### src/rtl/ahp_pkg.sv
package ahp_pkg;

  // ***************************************************************
  // timing
  // ***************************************************************
  localparam int unsigned CLK_PERIOD_NS = 25;
  localparam int unsigned POR_TIME_US = 250;
  localparam int unsigned WAKE_TIME_MS = 1;
  localparam int unsigned STARTUP_TIME_MS = 2;
  localparam int unsigned MS_CYCLES = 1000000 / CLK_PERIOD_NS;
  // longest time, so rounded down
  localparam int unsigned POR_CYCLES = POR_TIME_US * 1000 / CLK_PERIOD_NS;
  localparam int unsigned WAKE_CYCLES = WAKE_TIME_MS * MS_CYCLES;
  localparam int unsigned STARTUP_CYCLES = STARTUP_TIME_MS * MS_CYCLES;
  localparam logic [6:0] DRDY_PULSE_CYCLES = 7'h40;

  // ***************************************************************
  // addressing and register map
  // ***************************************************************
  localparam logic [5:0] ADDR_PREFIX = 6'h09;
  localparam logic [7:0] REG_CHIP_ID = 8'h00;
  localparam logic [7:0] REG_STATUS = 8'h0A;
  localparam logic [7:0] REG_ODR = 8'h10;
  localparam logic [7:0] REG_MODE = 8'h11;
  localparam logic [7:0] REG_INTERRUPT_OUT_ONE_MAP = 8'h19;
  localparam logic [7:0] REG_INTERRUPT_OUT_TWO_MAP = 8'h1B;
  localparam logic [7:0] REG_IFCFG = 8'h20;
  localparam logic [7:0] REG_RESET = 8'h36;
  localparam logic [7:0] SOFT_RESET_CODE = 8'hB6;
  localparam int unsigned MODE_BIT = 7;
  localparam int unsigned SPI_RW_BIT = 7;
  localparam int unsigned SPI3W_BIT = 0;
  localparam int unsigned STAT_DRDY_BIT = 0;
  localparam int unsigned STAT_MOTION_BIT = 1;
  localparam logic [3:0] ODR_DEFAULT = 4'h4;
  localparam logic [1:0] MAP_DEFAULT = 2'h0;

  typedef enum logic [1:0] {MODE_POR, MODE_STANDBY, MODE_WAKE, MODE_ACTIVE}
    ahp_mode_t;
  typedef enum logic [2:0] {SER_IDLE, SER_DEVADDR, SER_ACK, SER_PTR,
    SER_WRITE, SER_READ, SER_RDACK} ahp_ser_t;

  // sample period in millisecond ticks: 1000 down to 1.25 samples/s
  function automatic logic [9:0] odr_ticks(input logic [3:0] code);
    unique case (code)
      4'h0: odr_ticks = 10'h001;
      4'h1: odr_ticks = 10'h002;
      4'h2: odr_ticks = 10'h004;
      4'h3: odr_ticks = 10'h008;
      4'h4: odr_ticks = 10'h00A;
      4'h5: odr_ticks = 10'h014;
      4'h6: odr_ticks = 10'h028;
      4'h7: odr_ticks = 10'h050;
      4'h8: odr_ticks = 10'h0A0;
      default: odr_ticks = 10'h320;
    endcase
  endfunction

endpackage

### src/rtl/ahp_host_port.sv
`timescale 1ns/10ps
// Summary of operation
// power-on reset loads every register default and the device then waits in standby.
// the device is a two-wire bus slave answering one 7-bit address.
// address bits 6..1 are fixed 001001 and bit 0 follows the strap pin.
// the bus runs at 100 kHz or 400 kHz and the master never exceeds 400 kHz; the bench host model clocks the bus at 5 MHz (200 ns).
// the strap pin gives the address bit on the two-wire bus and read data in 4-wire SPI.
// the data pin carries two-wire data or SPI input, and both directions in 3-wire SPI.
// the host drives the serial clock pin for either protocol.
// protocol select high or floating means two-wire bus, low is the SPI chip select.
// the bus is accepted no later than 250 us after power-up and the host waits that long; the bench host addresses the device straight after reset.
// after entering active mode conversions start after the 1 ms wake-up delay.
// conversions never start before 2 ms after power-up.
// output sample rate is selectable from 1.25 to 1000 samples per second.
// data-ready and motion events drive two mappable interrupt pins.
// a mode sequencer decides which internal blocks run in each mode.
// the mode bit at 0x11 switches standby and active, standby after power-on.
// writing 0xB6 to 0x36 restores all defaults and enters standby from any mode.
module ahp_host_port #(
  parameter int unsigned POR_CYC = ahp_pkg::POR_CYCLES,
  parameter int unsigned WAKE_CYC = ahp_pkg::WAKE_CYCLES,
  parameter int unsigned STARTUP_CYC = ahp_pkg::STARTUP_CYCLES,
  parameter int unsigned MS_CYC = ahp_pkg::MS_CYCLES,
  parameter logic [7:0] CHIP_ID = 8'h5A // arbitrary value
) (
  input wire logic clk_in,
  input wire logic sys_rst_in,
  input wire logic serial_clock_pin_in,
  input wire logic serial_data_pin_in,
  output logic serial_data_pin_out,
  output logic serial_data_pin_oe_out,
  input wire logic address_strap_pin_in,
  output logic address_strap_pin_out,
  output logic address_strap_pin_oe_out,
  input wire logic protocol_select_pin_in,
  input wire logic motion_event_in,
  output logic interrupt_out_one_out,
  output logic interrupt_out_two_out,
  output logic conv_start_out,
  output logic mode_active_out
);
  import ahp_pkg::*;

  if (POR_CYC < 2 || WAKE_CYC < 2 || STARTUP_CYC < 2 || MS_CYC < 2 ||
      POR_CYC > 1048576 || WAKE_CYC > 1048576 ||
      STARTUP_CYC > 1048576 || MS_CYC > 1048576)
  begin : g_check
    $error("cycle count parameter out of range");
  end

  // ***************************************************************
  // pin synchronisers: {select, strap, data, clock}
  // ***************************************************************
  logic [3:0] pin_meta_reg, pin_sync_reg, pin_prev_reg;
  always_ff @(posedge clk_in)
  begin
    if (sys_rst_in)
    begin
      pin_meta_reg <= 4'hF;
      pin_sync_reg <= 4'hF;
      pin_prev_reg <= 4'hF;
    end
    else
    begin
      pin_meta_reg <= {protocol_select_pin_in, address_strap_pin_in,
                       serial_data_pin_in, serial_clock_pin_in};
      pin_sync_reg <= pin_meta_reg;
      pin_prev_reg <= pin_sync_reg;
    end
  end

  logic scl, sda, strap_pin, chip_select_low;
  logic scl_rise, scl_fall, i2c_start, i2c_stop, cs_fall;
  assign scl = pin_sync_reg[0];
  assign sda = pin_sync_reg[1];
  assign strap_pin = pin_sync_reg[2];
  assign chip_select_low = ~pin_sync_reg[3];
  // plain oversampling, so any rate up to fast mode is served
  assign scl_rise = scl & ~pin_prev_reg[0];
  assign scl_fall = ~scl & pin_prev_reg[0];
  // start/stop only seen while the select pin is high
  assign i2c_start = ~chip_select_low & scl & pin_prev_reg[0]
                   & ~sda & pin_prev_reg[1];
  assign i2c_stop = ~chip_select_low & scl & pin_prev_reg[0]
                  & sda & ~pin_prev_reg[1];
  assign cs_fall = chip_select_low & pin_prev_reg[3];

  // ***************************************************************
  // state
  // ***************************************************************
  ahp_mode_t mode_reg, mode_next;
  ahp_ser_t ser_reg, ser_next, ack_to_reg, ack_to_next;
  logic [19:0] mode_cnt_reg, mode_cnt_next, start_cnt_reg, start_cnt_next;
  logic [19:0] ms_cnt_reg, ms_cnt_next;
  logic [9:0] tick_reg, tick_next;
  logic [6:0] drdy_cnt_reg, drdy_cnt_next;
  logic started_reg, started_next, conv_reg, conv_next;
  logic strap_reg, strap_next;
  logic [7:0] shift_reg, shift_next, tx_reg, tx_next, ptr_reg, ptr_next;
  logic [2:0] bit_cnt_reg, bit_cnt_next;
  logic is_spi_reg, is_spi_next, ack_on_reg, ack_on_next;
  logic drive_reg, drive_next, bit_reg, bit_next;
  logic mode_bit_reg, mode_bit_next, spi3w_reg, spi3w_next;
  logic [3:0] odr_reg, odr_next;
  logic [1:0] map1_reg, map1_next, map2_reg, map2_next;
  logic motion_reg, motion_next, newdata_reg, newdata_next;
  logic interrupt_out_one_reg, interrupt_out_one_next, interrupt_out_two_reg, interrupt_out_two_next;
  logic soft_rst, load, load_drive, byte_done, bus_ready, drdy_pulse;
  logic [7:0] byte_in, load_addr, rd_val;

  assign bus_ready = (mode_reg != MODE_POR);
  assign byte_in = {shift_reg[6:0], sda};
  assign byte_done = scl_rise && (bit_cnt_reg == 3'h7);
  assign drdy_pulse = (drdy_cnt_reg != 7'h00);

  function automatic logic [7:0] read_reg(input logic [7:0] a);
    unique case (a)
      REG_CHIP_ID: read_reg = CHIP_ID;
      REG_STATUS: read_reg = {6'h00, motion_reg, newdata_reg};
      REG_ODR: read_reg = {4'h0, odr_reg};
      REG_MODE: read_reg = {mode_bit_reg, 7'h00};
      REG_INTERRUPT_OUT_ONE_MAP: read_reg = {6'h00, map1_reg};
      REG_INTERRUPT_OUT_TWO_MAP: read_reg = {6'h00, map2_reg};
      REG_IFCFG: read_reg = {7'h00, spi3w_reg};
      default: read_reg = 8'h00;
    endcase
  endfunction

  // ***************************************************************
  // serial front end and register file
  // ***************************************************************
  always_comb
  begin
    ser_next = ser_reg;
    ack_to_next = ack_to_reg;
    shift_next = shift_reg;
    tx_next = tx_reg;
    ptr_next = ptr_reg;
    bit_cnt_next = bit_cnt_reg;
    is_spi_next = is_spi_reg;
    ack_on_next = ack_on_reg;
    drive_next = drive_reg;
    bit_next = bit_reg;
    mode_bit_next = mode_bit_reg;
    spi3w_next = spi3w_reg;
    odr_next = odr_reg;
    map1_next = map1_reg;
    map2_next = map2_reg;
    soft_rst = 1'b0;
    load = 1'b0;
    load_drive = 1'b0;
    load_addr = ptr_reg;
    if (!bus_ready)
    begin
      ser_next = SER_IDLE;
      drive_next = 1'b0;
    end
    else if ((is_spi_reg && !chip_select_low) || (!is_spi_reg && i2c_stop))
    begin
      ser_next = SER_IDLE;
      drive_next = 1'b0;
      is_spi_next = 1'b0;
    end
    else if (cs_fall || i2c_start)
    begin
      ser_next = SER_DEVADDR;
      is_spi_next = cs_fall;
      bit_cnt_next = 3'h0;
      drive_next = 1'b0;
    end
    else
    begin
      if (scl_rise && (ser_reg == SER_DEVADDR || ser_reg == SER_PTR ||
          ser_reg == SER_WRITE))
      begin
        shift_next = byte_in;
        bit_cnt_next = bit_cnt_reg + 3'h1;
      end
      unique case (ser_reg)
        SER_IDLE: ;
        SER_DEVADDR:
          if (byte_done && is_spi_reg)
          begin
            ptr_next = {1'b0, byte_in[6:0]};
            if (byte_in[SPI_RW_BIT])
            begin
              ser_next = SER_READ;
              load = 1'b1;
              load_addr = {1'b0, byte_in[6:0]};
            end
            else
              ser_next = SER_WRITE;
          end
          else if (byte_done && byte_in[7:1] == {ADDR_PREFIX, strap_reg})
          begin
            ser_next = SER_ACK;
            ack_to_next = byte_in[0] ? SER_READ : SER_PTR;
            ack_on_next = 1'b0;
          end
          else if (byte_done)
            ser_next = SER_IDLE;
        SER_ACK:
          if (scl_fall && !ack_on_reg)
          begin
            ack_on_next = 1'b1;
            drive_next = 1'b1;
            bit_next = 1'b0;
          end
          else if (scl_fall)
          begin
            ser_next = ack_to_reg;
            bit_cnt_next = 3'h0;
            drive_next = 1'b0;
            if (ack_to_reg == SER_READ)
            begin
              load = 1'b1;
              load_drive = 1'b1;
            end
          end
        SER_PTR:
          if (byte_done)
          begin
            ptr_next = byte_in;
            ser_next = SER_ACK;
            ack_to_next = SER_WRITE;
            ack_on_next = 1'b0;
          end
        SER_WRITE:
          if (byte_done)
          begin
            ptr_next = ptr_reg + 8'h01;
            if (!is_spi_reg)
            begin
              ser_next = SER_ACK;
              ack_on_next = 1'b0;
            end
            unique case (ptr_reg)
              REG_ODR: odr_next = byte_in[3:0];
              REG_MODE: mode_bit_next = byte_in[MODE_BIT];
              REG_INTERRUPT_OUT_ONE_MAP: map1_next = byte_in[1:0];
              REG_INTERRUPT_OUT_TWO_MAP: map2_next = byte_in[1:0];
              REG_IFCFG: spi3w_next = byte_in[SPI3W_BIT];
              REG_RESET: soft_rst = (byte_in == SOFT_RESET_CODE);
              default: ;
            endcase
          end
        SER_READ:
          if (scl_fall)
          begin
            bit_next = tx_reg[7];
            // open drain on the two-wire bus, push-pull in SPI
            drive_next = is_spi_reg | ~tx_reg[7];
          end
          else if (scl_rise)
          begin
            bit_cnt_next = bit_cnt_reg + 3'h1;
            tx_next = {tx_reg[6:0], 1'b0};
            if (bit_cnt_reg == 3'h7 && is_spi_reg)
              load = 1'b1;
            else if (bit_cnt_reg == 3'h7)
              ser_next = SER_RDACK;
          end
        SER_RDACK:
          if (scl_fall)
            drive_next = 1'b0;
          else if (scl_rise && !sda)
          begin
            ser_next = SER_READ;
            bit_cnt_next = 3'h0;
            load = 1'b1;
          end
          else if (scl_rise)
            ser_next = SER_IDLE;
        default: ser_next = SER_IDLE;
      endcase
    end
    rd_val = read_reg(load_addr);
    if (load)
    begin
      tx_next = rd_val;
      ptr_next = load_addr + 8'h01; // auto-increment for bursts
    end
    if (load_drive)
    begin
      bit_next = rd_val[7];
      drive_next = ~rd_val[7];
    end
    if (soft_rst)
    begin
      mode_bit_next = 1'b0;
      spi3w_next = 1'b0;
      odr_next = ODR_DEFAULT;
      map1_next = MAP_DEFAULT;
      map2_next = MAP_DEFAULT;
    end
    // a new event wins over a status read in the same cycle
    newdata_next = conv_reg | (newdata_reg
                 & ~(load && load_addr == REG_STATUS));
    motion_next = (motion_event_in && mode_reg == MODE_ACTIVE)
                | (motion_reg & ~(load && load_addr == REG_STATUS));
    if (soft_rst)
    begin
      newdata_next = 1'b0;
      motion_next = 1'b0;
    end
    interrupt_out_one_next = |(map1_reg & {motion_reg, drdy_pulse});
    interrupt_out_two_next = |(map2_reg & {motion_reg, drdy_pulse});
  end

  always_ff @(posedge clk_in)
  begin
    if (sys_rst_in)
    begin
      ser_reg <= SER_IDLE;
      ack_to_reg <= SER_PTR;
      shift_reg <= 8'h00;
      tx_reg <= 8'h00;
      ptr_reg <= 8'h00;
      bit_cnt_reg <= 3'h0;
      is_spi_reg <= 1'b0;
      ack_on_reg <= 1'b0;
      drive_reg <= 1'b0;
      bit_reg <= 1'b0;
      mode_bit_reg <= 1'b0;
      spi3w_reg <= 1'b0;
      odr_reg <= ODR_DEFAULT;
      map1_reg <= MAP_DEFAULT;
      map2_reg <= MAP_DEFAULT;
      newdata_reg <= 1'b0;
      motion_reg <= 1'b0;
      interrupt_out_one_reg <= 1'b0;
      interrupt_out_two_reg <= 1'b0;
    end
    else
    begin
      ser_reg <= ser_next;
      ack_to_reg <= ack_to_next;
      shift_reg <= shift_next;
      tx_reg <= tx_next;
      ptr_reg <= ptr_next;
      bit_cnt_reg <= bit_cnt_next;
      is_spi_reg <= is_spi_next;
      ack_on_reg <= ack_on_next;
      drive_reg <= drive_next;
      bit_reg <= bit_next;
      mode_bit_reg <= mode_bit_next;
      spi3w_reg <= spi3w_next;
      odr_reg <= odr_next;
      map1_reg <= map1_next;
      map2_reg <= map2_next;
      newdata_reg <= newdata_next;
      motion_reg <= motion_next;
      interrupt_out_one_reg <= interrupt_out_one_next;
      interrupt_out_two_reg <= interrupt_out_two_next;
    end
  end

  // ***************************************************************
  // mode sequencer and sample timer
  // ***************************************************************
  always_comb
  begin
    mode_next = mode_reg;
    mode_cnt_next = mode_cnt_reg;
    ms_cnt_next = ms_cnt_reg;
    tick_next = tick_reg;
    conv_next = 1'b0;
    strap_next = strap_reg;
    started_next = started_reg;
    start_cnt_next = start_cnt_reg;
    if (!started_reg)
    begin
      start_cnt_next = start_cnt_reg + 20'h00001;
      started_next = (start_cnt_reg == 20'(STARTUP_CYC - 1));
    end
    unique case (mode_reg)
      MODE_POR:
      begin
        mode_cnt_next = mode_cnt_reg + 20'h00001;
        if (mode_cnt_reg == 20'(POR_CYC - 1))
        begin
          mode_next = MODE_STANDBY;
          mode_cnt_next = 20'h00000;
          strap_next = strap_pin;
        end
      end
      MODE_STANDBY:
        if (mode_bit_reg)
        begin
          mode_next = MODE_WAKE;
          mode_cnt_next = 20'h00000;
        end
      MODE_WAKE:
        if (!mode_bit_reg)
          mode_next = MODE_STANDBY;
        else if (mode_cnt_reg != 20'(WAKE_CYC - 1))
          mode_cnt_next = mode_cnt_reg + 20'h00001;
        else if (started_reg)
        begin
          mode_next = MODE_ACTIVE;
          ms_cnt_next = 20'h00000;
          tick_next = 10'h000;
        end
      MODE_ACTIVE:
        if (!mode_bit_reg)
          mode_next = MODE_STANDBY;
        else if (ms_cnt_reg != 20'(MS_CYC - 1))
          ms_cnt_next = ms_cnt_reg + 20'h00001;
        else
        begin
          ms_cnt_next = 20'h00000;
          tick_next = tick_reg + 10'h001;
          if (tick_reg >= odr_ticks(odr_reg) - 10'h001)
          begin
            tick_next = 10'h000;
            conv_next = 1'b1;
          end
        end
    endcase
    if (soft_rst)
    begin
      mode_next = MODE_STANDBY;
      mode_cnt_next = 20'h00000;
    end
    // data-ready pin pulse is non-latched
    if (conv_reg)
      drdy_cnt_next = DRDY_PULSE_CYCLES;
    else if (drdy_pulse)
      drdy_cnt_next = drdy_cnt_reg - 7'h01;
    else
      drdy_cnt_next = 7'h00;
  end

  always_ff @(posedge clk_in)
  begin
    if (sys_rst_in)
    begin
      mode_reg <= MODE_POR;
      mode_cnt_reg <= 20'h00000;
      ms_cnt_reg <= 20'h00000;
      tick_reg <= 10'h000;
      conv_reg <= 1'b0;
      strap_reg <= 1'b0;
      started_reg <= 1'b0;
      start_cnt_reg <= 20'h00000;
      drdy_cnt_reg <= 7'h00;
    end
    else
    begin
      mode_reg <= mode_next;
      mode_cnt_reg <= mode_cnt_next;
      ms_cnt_reg <= ms_cnt_next;
      tick_reg <= tick_next;
      conv_reg <= conv_next;
      strap_reg <= strap_next;
      started_reg <= started_next;
      start_cnt_reg <= start_cnt_next;
      drdy_cnt_reg <= drdy_cnt_next;
    end
  end

  assign serial_data_pin_out = is_spi_reg & bit_reg;
  assign serial_data_pin_oe_out = drive_reg & (~is_spi_reg | spi3w_reg);
  assign address_strap_pin_out = bit_reg;
  assign address_strap_pin_oe_out = drive_reg & is_spi_reg & ~spi3w_reg;
  assign interrupt_out_one_out = interrupt_out_one_reg;
  assign interrupt_out_two_out = interrupt_out_two_reg;
  assign conv_start_out = conv_reg;
  assign mode_active_out = (mode_reg == MODE_ACTIVE);

  // ***************************************************************
  // checks
  // ***************************************************************
  logic [7:0] hi_len_reg;
  always_ff @(posedge clk_in)
    hi_len_reg <= (sys_rst_in || !drdy_pulse) ? 8'h00 : hi_len_reg + 8'h01;
endmodule

### config.mk
export PLATFORM = sky130hd
export DESIGN_NAME = ahp_host_port
export DESIGN_NICKNAME = d
export VERILOG_FILES = /design/src/rtl/ahp_pkg.sv /design/src/rtl/ahp_host_port.sv
export SDC_FILE = /design/constraint.sdc
export NUM_CORES = 1
export LEC_CHECK = 0
export BUFFER_PORTS_ARGS = -buffer_cell sky130_fd_sc_hd__buf_2
export CAP_MARGIN = 5
export CORE_ASPECT_RATIO = 0.6
export CORE_MARGIN = 1.5
export CORE_UTILIZATION = 45
export DETAILED_ROUTE_END_ITERATION = 12
export PLACE_DENSITY = 0.62
export SLEW_MARGIN = 5
export SYNTH_ARGS = -nofsm -noshare
export SYNTH_HDL_FRONTEND = slang
export SYNTH_SLANG_ARGS = --single-unit
### constraint.sdc
create_clock -name clk_in -period 9 [get_ports clk_in]
set_clock_uncertainty 0.15 [all_clocks]
set_input_delay 1.8 -clock clk_in [delete_from_list [all_inputs] [get_ports clk_in]]
set_output_delay 1.8 -clock clk_in [all_outputs]
set_load 0.01 [all_outputs]
Yosys cells after proc, flatten, opt, wreduce, memory -nomap -nowiden --
Memory sizes are Yosys's and may differ from the RTL's. A register that Yosys moved wholly into a read port is not among the register bits. Index checks and enable logic that the tools add are counted.
Cells by class: add/sub/neg operators 9, order comparisons 1, equal/unequal tests 85, mux-type cells 137, bitwise operators 38, reductions and logical operators 63
Operators by type and width (number):
- $mux W20 | 9
- $mux W8 | 20
- $mux W10 | 9
- $mux W3 | 27
- $eq A8 B5 Y1 const B | 8
- $add A20 B1 Y20 const B | 3
- $pmux W20 S3 | 1
- $ne A3 B3 Y1 const B | 19
- $pmux W8 S7 | 1
- $ne A2 B2 Y1 const B | 25
- $mux W1 | 49
- $reduce_and A6 Y1 | 8
- $ne A20 B16 Y1 const B | 2
- $pmux W20 S2 | 1
- $reduce_and A13 Y1 | 2
- $eq A8 B6 Y1 const B | 3
- $pmux W8 S3 | 1
- $pmux W3 S7 | 1
- $eq A20 B14 Y1 const B | 1
- $eq A20 B17 Y1 const B | 1
- $pmux W10 S2 | 1
- $not A1 Y1 | 17
- $add A8 B1 Y8 const B | 2
- $reduce_bool A2 Y1 | 8
- 49 further kinds | 114
Word-level totals: flip-flop bits (word level) 144, bits in read-only memories 160, input port bits 7, output and inout bits 8, memories 1
Memories:
- (name not given) | depth 16, bits a word 10, rd ports 1, clocked after Yosys merged registers in 1, write ports 0, RTL line ahp_pkg.sv:45 | unique case (code)

Logic depth before layout (Yosys ltp) --
Gate-level depths: netlist of run 1.
depth in word-level cells 14, depth in mapped cells 17, gate-level depth less buffers 15

Worst setup path before layout of run 1 --
OpenSTA, ideal clock, no wires.
kind register to register, start point reg (tool-made name), end point reg tick_reg[7], setup time 63 ps, arrival time 2952 ps, required time 8787 ps, slack 5835 ps, stages on the path, launching flop included 12, period minus slack after synthesis 3165 ps, cells stage by stage dfxtp_1 > or3_1 > or3_1 > nor3_1 > xnor2_1 > ha_1 > or4_1 > nor2_1 > o21ai_0 > a21o_1 > or4_1 > nand3_1
RTL lines:
- end signal, assigned | RTL line ahp_host_port.sv:453 | tick_reg <= tick_next;
- end, declared | RTL line ahp_host_port.sv:95 | logic [9:0] tick_reg, tick_next;

Final worst setup path of run 1 --
start point reg bit_cnt_reg[0], end point reg tx_reg[1]
On the way: longest elaborated chain between the ends 11, elaborated cells on any way between the ends 33
Ends and longest elaborated chain:
- start, declared | RTL line ahp_host_port.sv:100 | logic [2:0] bit_cnt_reg, bit_cnt_next;
- start signal, assigned | RTL line ahp_host_port.sv:341 | bit_cnt_reg <= bit_cnt_next;
- $eq A3 B3 Y1 * | RTL line ahp_host_port.sv:113, ahp_host_port.sv:258
- $logic_and A1 B1 Y1 (on tied branches) | RTL line ahp_host_port.sv:113, ahp_host_port.sv:258
- $logic_and A1 B1 Y1 / $mux W1 (equally long branches) | RTL line ahp_host_port.sv:182, ahp_host_port.sv:258
- $mux W8 / $mux W1 (equally long branches) | RTL line ahp_host_port.sv:182, ahp_host_port.sv:254
- $mux W8 / $mux W1 (equally long branches) | RTL line ahp_host_port.sv:179, ahp_host_port.sv:248
- $mux W8 / $pmux W1 S4 (equally long branches) | RTL line ahp_host_port.sv:164, ahp_host_port.sv:179
- $mux W8 / $mux W1 (equally long branches) | RTL line ahp_host_port.sv:158, ahp_host_port.sv:164
- $mux W8 / $mux W1 (equally long branches) | RTL line ahp_host_port.sv:153, ahp_host_port.sv:158
- $eq A8 B6 Y1, or another cell as far along | RTL line ahp_host_port.sv:117 | unique case (a)
- $pmux W8 S7, or another cell as far along | RTL line ahp_host_port.sv:117
- $mux W8 / $reduce_and A6 Y1 (equally long branches)
- end signal, assigned | RTL line ahp_host_port.sv:339 | tx_reg <= tx_next;
- end, declared | RTL line ahp_host_port.sv:99 | logic [7:0] shift_reg, shift_next, tx_reg, tx_next, ptr_reg, ptr_next;
Every way passes the cells marked *; elsewhere a longest branch is shown, timed or not. A chain may end at the register's enable or synchronous reset.

==> flow_summary.toml, run 1 <==
[run_status]
status = "finished clean"

[clocking]
post_cts_buffers = 0
hold_buffers = 0
htreeDepth = 4
insertion_delay_ns = 0.44
clock_sinks = 152
numCtsBuffers = 17
cts_resized = 0
clockBufferDepth = 2
cts.clk_slew.worst_paths_ns = 0.07
cts_tree = "built"
root_buffer = "clkbuf_16"

[power_and_ir_drop]
pwr-share-seq = 0.466
p_switching_mw = 0.385
pwr-share-clk = 0.474
power_leakage_nw = 3.32
power.internal_mw = 1.12
p_sw_frac = 0.256
irDropWorstVdd_v = 0.000142
combPwrFrac = 0.061
power_density_mw_per_mm2 = 162

[global_route]
grt_pass1_wl_um = 36000
globalRoute.totalOverflow = 0
grtUsageMet1 = 0.362
gr-usage-met3 = 0.0500
grt_pass1_vias = 6676
track_usage = 0.229
grt_max_degree = 66
busiest_layer = "met1"
use_met2 = 0.298
antenna_found_initial = 0

[placement]
place_area_mm2 = 0.00874
port_buffers = 14
pre_cts_slack_ns = 4.84
place_inst = 1260
routabilityCongestion = 0.854
dp_hpwl_um = 15200

[worst_setup_path]
cp-start-kind = "flip-flop"
worstPathMaxFanout = 11
reg2reg_depth = 12
crit_cells = 12
cp_common_cell = "ha_1"
worstPathCellList = "ha_1 > ha_1 > nand4b_1 > or3_1 > nor2_1 > nor2_1 > a21o_1 > inv_1 > ha_1 > a21boi_0 > o21ai_0 > a221oi_1"
cp_slowest_cell = "nor2_1"
crit_type = "reg2reg"
endpoint_kind = "flip-flop"
cp_top_family = "simple AND/OR/NAND/NOR gates"
critPathRequiredTime_ns = 9.19
critical_path_arrival_ns = 4.33
path_buf_inv = 1
critical_path.max_stage_delay_ns = 0.65

[sta]
hold_viol_final = 0
rsz0062_at_grt = "false"
slew_headroom = 0.294
min_period_ns = 4.13
fin_setup_tns_ns = 0
max_freq_mhz = 242
report.final.slew_viol_count = 0
post-route-period-util = 0.459
finalWorstSetupSlack_ns = 4.87
tightest_slew_ns = 1.06
setup_viol = 0

[layout]
synthToLayoutAreaGrowth_pct = 8.67
finalNonFillerCells = 1292
fillers = 1763
final_cell_area_mm2 = 0.00932
seq_area_mm2 = 0.00304
multi_input_area_mm2 = 0.00516
layout.nets = 1078
n_antenna_cell = 0
drive_above_1_share = 0.0894

[logic_synthesis]
synth_area_per_cell_um2 = 8.11
seq_area_frac_synth = 0.355
synth_warnings = 0
synth-seq-cells = 152
synth_cells = 1058
synth_ff_type = "dfxtp_1"
synth-edff-count = 0
synthesis.area_mm2 = 0.00858
synth.distinct_cells = 77
async_flop_share = 0
synth_fp_nets = 1097

[route]
num_vias = 7648
drt-total-wl_um = 21700
drt-initial-drc-count = 715
vias_per_cell = 5.92
first_pass_iters = 7
wl_per_cell_um = 16.8
remaining_drc_errors = 0
detail-route-antenna-nets = 0

[hold_path]
holdPathStages = 1
min_path_type = "reg2reg"

[floorplanning]
die_x_um = 181
core_mm2 = 0.0184
dieArea_mm2 = 0.0199
ios = 15
rows = 38
initial_core_util = 0.467
die_h_um = 110

[run]
max_cap_violations = 0
## cells in the final DEF (no fill, tap or decap), drive strengths merged, types with 24 or more instances in the layout
master  Yosys  final
a21oi      50     50
xnor2      45     45
inv        33     40
ha         32     32
nand4      24     24
dfxtp     152    152
nor3       44     44
nor4       24     24
nand3      51     51
nor2      145    145
nand2      89     89
o21ai      36     36
## power groups by stage
stage	sequential, mW	clock (mW)	combinational, mW
detailed placement	0.716	0	0.0915
global placement	0.716	0	0.0907
finish	0.701	0.713	0.0912
CTS	0.701	0.726	0.0917
floorplan	0.713	0	0.0729
global route	0.703	0.755	0.106
## Yosys cell counts, drive strengths merged, types with 6 or more instances
library cell	count	area, µm²
and3	11	68.8
nand3b	9	67.6
a21oi	50	250
dfxtp	152	3040
nand3	51	255
nand2	89	334
or4	7	52.6
ha	32	400
or3	8	50.1
o21ai	36	180
o211ai	11	82.6
inv	33	124
a22o	6	52.6
nand2b	12	75.1
nor4	24	196
xnor2	45	394
mux2i	22	220
or2	13	81.3
nor3	44	220
and2	10	62.6
buf	19	101
xor2	23	201
a31oi	19	119
nand4	24	150
clkbuf	39	146
nor2	145	554
a21o	10	75.1
nor2b	16	100
## per-layer routing
layer	vias up	wire length [µm]
li1	3769	-
met1	3566	11900
met2	291	7930
met3	22	1650
met4	0	237
met5	-	0
## worst paths after layout
check | start | endpoint | slack [ns]
setup / recovery | bit_cnt_reg[0] | tx_reg[1] | 4.87
hold / removal | pin_meta_reg[1] | pin_sync_reg[1] | 0.26
setup reg to reg | bit_cnt_reg[0] | tx_reg[1] | 4.87
hold reg to reg | pin_meta_reg[1] | pin_sync_reg[1] | 0.26
## cell type report
cell class,instances,share of cell area
clock inverters,13,0.0142
flip-flops and latches,152,0.326
well taps,240,0.0322
clock buffers,19,0.0475
repair buffers,20,0.0124
multi-input cells,815,0.554
inverters,33,0.0133
## per-stage QoR
| stage | power, mW | hold slack, ns | utilization |
|---|---|---|---|
| finish | 1.51 | 0.259 | 0.508 |
| CTS | 1.52 | 0.260 | 0.508 |
| global placement | 0.807 | 0.245 | 0.476 |
| global route | 1.56 | 0.276 | 0.508 |
| detailed placement | 0.808 | 0.244 | 0.476 |
| floorplan | 0.786 | 0.239 | - |
## kinds of logic after synthesis
kind of cell	Yosys count	synth area share
compound gates	200	0.161
xor+xnor	68	0.0694
fa+ha+maj	32	0.0467
buf+inv	91	0.0433
flops	152	0.355
mux	25	0.0296
simple gates	490	0.295
(Power assumes the default switching activity.)
==> run 2, diff against run 1 <==
--- a/config.mk
+++ b/config.mk
@@ -5,13 +5,14 @@
 export SDC_FILE = /design/constraint.sdc
 export NUM_CORES = 1
 export LEC_CHECK = 0
+export ABC_AREA = 1
 export BUFFER_PORTS_ARGS = -buffer_cell sky130_fd_sc_hd__buf_2
 export CAP_MARGIN = 5
 export CORE_ASPECT_RATIO = 0.6
 export CORE_MARGIN = 1.5
 export CORE_UTILIZATION = 45
 export DETAILED_ROUTE_END_ITERATION = 12
-export PLACE_DENSITY = 0.62
+export PLACE_DENSITY = 0.65
 export SLEW_MARGIN = 5
 export SYNTH_ARGS = -nofsm -noshare
 export SYNTH_HDL_FRONTEND = slang
==> constraint.sdc (replaced) <==
create_clock -name clk_in -period 3.37 [get_ports clk_in]
set_clock_uncertainty 0.15 [all_clocks]
set_input_delay 0.674 -clock clk_in [delete_from_list [all_inputs] [get_ports clk_in]]
set_output_delay 0.674 -clock clk_in [all_outputs]
set_load 0.01 [all_outputs]
==> run 2 against run 1 <==
Effect of this change: non-clock buffer count grew 3; register-to-register slack got worse by 4.4 ns; final area rose by 3.5%; first-iteration DRC count up 8.4%; critical path type unchanged; critical endpoint is now tx_reg[2]; highest routed layer unchanged.
==> flow_summary.toml, run 2 <==
[logic_synthesis]
synth_area_per_cell_um2 = 7.11
synth-edff-count = 0
synth_fp_nets = 1271
seq_area_frac_synth = 0.348
synth_ff_type = "dfxtp_1"
synth_cells = 1232
yosysMostFrequentCell = "nand2_1"
yosysTopAreaCellShare = 0.348
synth_area_leaders = "dfxtp_1 (35%), nand2_1 (8.1%), inv_1 (6.4%)"
synth-seq-cells = 152
synthesis.area_mm2 = 0.00875
synth_warnings = 0
synth.distinct_cells = 65
async_flop_share = 0
synth_common_cells = "nand2_1 (189), dfxtp_1 (152), inv_1 (150)"
yosysTopAreaCell = "dfxtp_1"

[sta]
max_freq_mhz = 344
slew_headroom = 0.498
finalWorstSetupSlack_ns = 0.464
setup_viol = 0
hold_viol_final = 0
post-route-period-util = 0.862
min_period_ns = 2.91
whs_ns = 0.265
rsz0062_at_grt = "false"
fin_setup_tns_ns = 0
tightest_slew_ns = 0.747
report.final.slew_viol_count = 0

[route]
drt-total-wl_um = 21800
first_pass_iters = 7
vias_per_cell = 5.34
drt-initial-drc-count = 775
wl_per_cell_um = 14.5
remaining_drc_errors = 0
detail-route-antenna-nets = 0
num_vias = 8051

[layout]
seq_area_mm2 = 0.00304
drive_above_1_share = 0.127
final_common_cell = "nand2_1"
mostFrequentLayoutCells = "nand2_1 (189), dfxtp_1 (152), inv_1 (150), nor2_1 (139), a21oi_1 (96)"
multi_input_area_mm2 = 0.00494
final_cell_area_mm2 = 0.00965
synthToLayoutAreaGrowth_pct = 10.2
layout.nets = 1288
fillers = 1885
n_antenna_cell = 0

[hold_path]
holdPathStages = 1
min_path_type = "reg2reg"

[clocking]
post_cts_buffers = 0
hold_buffers = 0
cts_resized = 0
numCtsBuffers = 17
htreeDepth = 4
cts_tree = "built"
clockBufferDepth = 2
clock_sinks = 152
insertion_delay_ns = 0.44
root_buffer = "clkbuf_16"
cts.clk_slew.worst_paths_ns = 0.07

[worst_setup_path]
critPathRequiredTime_ns = 3.58
crit_type = "reg2reg"
cp_top_family = "simple AND/OR/NAND/NOR gates"
path_buf_inv = 2
endpoint_kind = "flip-flop"
critical_path_arrival_ns = 3.12
worstPathMaxFanout = 9
critical_path.max_stage_delay_ns = 0.39
worstPathCellList = "ha_1 > ha_1 > nand2_1 > nor2_8 > nand3_4 > nor2_8 > nand2_4 > o21a_1 > inv_1 > ha_1 > inv_1 > nor2_4 > nand3_2 > o21ai_1 > nand2_1 > a21oi_1"
cp_slowest_cell = "dfxtp_1"
cp_common_cell = "ha_1"
crit_cells = 16
cp-start-kind = "flip-flop"
reg2reg_depth = 16

[global_route]
grt_pass1_vias = 6945
grt_max_degree = 26
grt_pass1_wl_um = 35800
track_usage = 0.222
antenna_found_initial = 0
globalRoute.totalOverflow = 0

[power_and_ir_drop]
power_density_mw_per_mm2 = 468
power_mw = 4.51
irDropWorstVdd_v = 0.000364
power_leakage_nw = 3.81

[placement]
port_buffers = 14
routabilityCongestion = 0.946
place_area_mm2 = 0.00909
dp_hpwl_um = 16600
pre_cts_slack_ns = 0.481

[floorplanning]
die_h_um = 111
dieArea_mm2 = 0.0203
ios = 15
core_mm2 = 0.0190
initial_core_util = 0.460
die_x_um = 183
rows = 39

[run_status]
status = "finished clean"

[run]
max_cap_violations = 0
run 2: cell types whose count changed in the layout (fill, tap and decap cells not counted), sizes merged, moves of 10 or more:
cell	before	now
nor2	145	161
a21o	10	0
a21oi	50	97
nor2b	16	0
nand2b	12	0
mux2i	22	0
o21ai	36	84
inv	40	178
nand2	89	213
a31oi	19	5
xnor2	45	7
nand3	51	72
run 2: worst register-to-register path, stage by stage, from the launching register on:
cell and delay (ns):
dfxtp_1 0.39, ha_1 0.17, ha_1 0.19, nand2_1 0.14
nor2_8 0.21, nand3_4 0.12, nor2_8 0.14, nand2_4 0.11
o21a_1 0.27, inv_1 0.14, ha_1 0.17, inv_1 0.07
nor2_4 0.18, nand3_2 0.10, o21ai_1 0.12, nand2_1 0.06
a21oi_1 0.11
run 2: stage by stage:
stage / cells / utilization
6_report: 1508 / 0.507
5_1_grt: 1508 / 0.507
4_1_cts: 1508 / 0.507
3_5_place_dp: 1476 / 0.478
3_3_place_gp: 1476 / 0.478
2_1_floorplan: 1232 / -
run 2: path summary, 6_finish.rpt:
kind | startpoint | end | slack (ns)
setup reg to reg | bit_cnt_reg[0] | tx_reg[2] | 0.46
setup / recovery | bit_cnt_reg[0] | tx_reg[2] | 0.46
hold / removal | pin_meta_reg[2] | pin_sync_reg[2] | 0.26
hold reg to reg | pin_meta_reg[2] | pin_sync_reg[2] | 0.26
run 2: logic make-up (layout without fill, tap and decap cells):
| group | Yosys count | in the layout | synth area share |
|---|---|---|---|
| compound gates | 239 | 239 | 0.159 |
| xor+xnor | 34 | 34 | 0.0340 |
| fa+ha+maj | 32 | 32 | 0.0457 |
| buf+inv | 201 | 231 | 0.0882 |
| flops | 152 | 152 | 0.348 |
| simple gates | 574 | 574 | 0.325 |
run 2: where the power goes:
group / leakage (nW) / switching, mW / internal [mW]
Combinational: 2.31 / 0.515 / 0.233
Sequential: 1.23 / 0.0714 / 1.88
Clock: 0.269 / 0.812 / 1.01
Total: 3.81 / 1.40 / 3.12
run 2: metal layers:
layer,GRT usage,share of wire
met5,0,0
met4,0.0525,0.0075
met3,0.0627,0.092
met2,0.269,0.36
met1,0.365,0.54
run 2: cell type report:
| class | instances | share of cell area |
|---|---|---|
| multi-input cells | 879 | 0.512 |
| flip-flops and latches | 152 | 0.315 |
| inverters | 176 | 0.0687 |
| clock buffers | 20 | 0.0484 |
| well taps | 246 | 0.0319 |
| repair buffers | 23 | 0.0143 |
| clock inverters | 12 | 0.00934 |
==> run 3, diff against run 2 <==
--- a/config.mk
+++ b/config.mk
@@ -12,7 +12,8 @@
 export CORE_MARGIN = 1.5
 export CORE_UTILIZATION = 45
 export DETAILED_ROUTE_END_ITERATION = 12
-export PLACE_DENSITY = 0.65
+export GPL_ROUTABILITY_DRIVEN = 0
+export PLACE_DENSITY = 0.62
 export SLEW_MARGIN = 5
 export SYNTH_ARGS = -nofsm -noshare
 export SYNTH_HDL_FRONTEND = slang
==> constraint.sdc (replaced) <==
create_clock -name clk_in -period 3.73 [get_ports clk_in]
set_clock_uncertainty 0.15 [all_clocks]
set_input_delay 0.746 -clock clk_in [delete_from_list [all_inputs] [get_ports clk_in]]
set_output_delay 0.746 -clock clk_in [all_outputs]
set_load 0.01 [all_outputs]
==> run 3 against run 2 <==
Effect of this change: first-iteration DRC count decreased by 8.4%; highest routed layer unchanged; routed wire length is 1.9% higher; critical path depth unchanged.
==> flow_summary.toml, run 3 (same netlist as run 2, synthesis figures left out) <==
[worst_setup_path]
crit_end = "tx_reg[2]"
crit_type = "reg2reg"
reg2reg_depth = 16
worstPathCellList = "ha_1 > ha_1 > nand2_1 > nor2_8 > nand3_4 > nor2_8 > nand2_4 > o21a_1 > inv_1 > ha_1 > inv_1 > nor2_4 > nand3_2 > o21ai_1 > nand2_1 > a21oi_1"
critical_path_arrival_ns = 3.12
r2r_end = "tx_reg[2]"
r2r-start = "bit_cnt_reg[0]"
critical_path.max_stage_delay_ns = 0.39
r2r_setup_slack_ns = 0.82
cp-start-kind = "flip-flop"
cp_slowest_cell = "dfxtp_1"
endpoint_kind = "flip-flop"
startpoint = "bit_cnt_reg[0]"
cp_common_cell = "ha_1"
critPathRequiredTime_ns = 3.94
worstPathMaxFanout = 9

[power_and_ir_drop]
combPwrFrac = 0.158
pwr-share-seq = 0.407
power_leakage_nw = 3.82
power.internal_mw = 3.08
pwr-share-clk = 0.435
power_mw = 4.33
irDropWorstVdd_v = 0.000384
p_switching_mw = 1.25
power_density_mw_per_mm2 = 446
p_sw_frac = 0.289

[floorplanning]
die_h_um = 111
ios = 15
core_mm2 = 0.0190
rows = 39
die_x_um = 183
dieArea_mm2 = 0.0203
initial_core_util = 0.460

[global_route]
grt_max_degree = 43
grt_pass1_wl_um = 36900
busiest_layer = "met1"
antenna_found_initial = 0
gr-usage-met3 = 0.0627
use_met2 = 0.279
grtUsageMet1 = 0.377
track_usage = 0.229
grt_pass1_vias = 6987
globalRoute.totalOverflow = 0

[sta]
post-route-period-util = 0.780
setup_viol = 0
tightest_slew_ns = 0.753
whs_ns = 0.258
rsz0062_at_grt = "false"
slew_headroom = 0.493
hold_viol_final = 0
report.final.slew_viol_count = 0
max_freq_mhz = 344
fin_setup_tns_ns = 0
min_period_ns = 2.91

[clocking]
cts_resized = 0
clockBufferDepth = 2
post_cts_buffers = 0
htreeDepth = 4
hold_buffers = 0
clock_sinks = 152
root_buffer = "clkbuf_16"
insertion_delay_ns = 0.44
cts_tree = "built"
numCtsBuffers = 17
cts.clk_slew.worst_paths_ns = 0.06

[route]
wl_per_cell_um = 14.8
detail-route-antenna-nets = 0
num_vias = 7995
drt-initial-drc-count = 710
drt-total-wl_um = 22200
remaining_drc_errors = 0
first_pass_iters = 5
vias_per_cell = 5.32

[layout]
n_antenna_cell = 0
seq_area_mm2 = 0.00304
mostFrequentLayoutCells = "nand2_1 (189), dfxtp_1 (152), inv_1 (150), nor2_1 (139), a21oi_1 (96)"
final_cell_area_mm2 = 0.00971
synthToLayoutAreaGrowth_pct = 10.9
layout.nets = 1284
drive_above_1_share = 0.123
multi_input_area_mm2 = 0.00494
final_common_cell = "nand2_1"
fillers = 1855

[run]
max_cap_violations = 0

[hold_path]
min_path_type = "reg2reg"

[placement]
dp_hpwl_um = 16800
place_area_mm2 = 0.00907
port_buffers = 14

[run_status]
status = "finished clean"
==> run 3: cell types whose count changed in the layout (fill, tap and decap cells not counted), moves of 2 or more <==
cell / before / now
clkinv_4: 3 / 1
buf_4: 9 / 4
inv_6: 3 / 1
clkinv_2: 3 / 0
bufinv_16: 0 / 4
==> run 3: area by class of cell <==
class / instances / area share
multi-input cells: 879 / 0.509
flip-flops and latches: 152 / 0.313
inverters: 176 / 0.0683
clock buffers: 21 / 0.0484
well taps: 246 / 0.0317
clock inverters: 10 / 0.0173
repair buffers: 19 / 0.0124
==> run 3: how the worst min path moves through the flow <==
stage | from | endpoint | slack (ns) | cells past startpoint
floorplan | pin_meta_reg[0] | pin_sync_reg[0] | 0.24 | 1
detailed placement | pin_meta_reg[0] | pin_sync_reg[0] | 0.24 | 1
global placement | pin_meta_reg[0] | pin_sync_reg[0] | 0.24 | 1
finish | pin_meta_reg[0] | pin_sync_reg[0] | 0.26 | 1
CTS | pin_meta_reg[0] | pin_sync_reg[0] | 0.26 | 1
global route | pin_meta_reg[3] | pin_sync_reg[3] | 0.27 | 1
==> run 3: per-stage QoR <==
stage          std cells  setup WS [ns]  utilization
2_1_floorplan       1232           1.16            -
3_3_place_gp        1472          0.918        0.477
3_5_place_dp        1472          0.834        0.477
4_1_cts             1503          0.828        0.510
5_1_grt             1503          0.538        0.510
6_report            1503          0.820        0.510
==> run 3: metal layers <==
metal  wire length (µm)  up-vias
met1              12400     3585
met4                175        0
met3               1770       16
met2               7810      252
met5                  0        -
li1                   -     4142
==> run 3: power by group through the flow <==
stage	clock (mW)	sequential [mW]	combinational (mW)
2_1_floorplan	0	1.78	0.518
3_3_place_gp	0	1.79	0.672
3_5_place_dp	0	1.79	0.678
4_1_cts	1.92	1.76	0.682
5_1_grt	2.00	1.77	0.781
6_report	1.88	1.76	0.685
==> run 3: critical path: cells and delay by family, from the launching register on <==
family,cells,cell delay [ns]
compound gates,3,0.53
fa+ha+maj,3,0.53
buf+inv,2,0.18
flops,1,0.39
simple gates,8,1.04
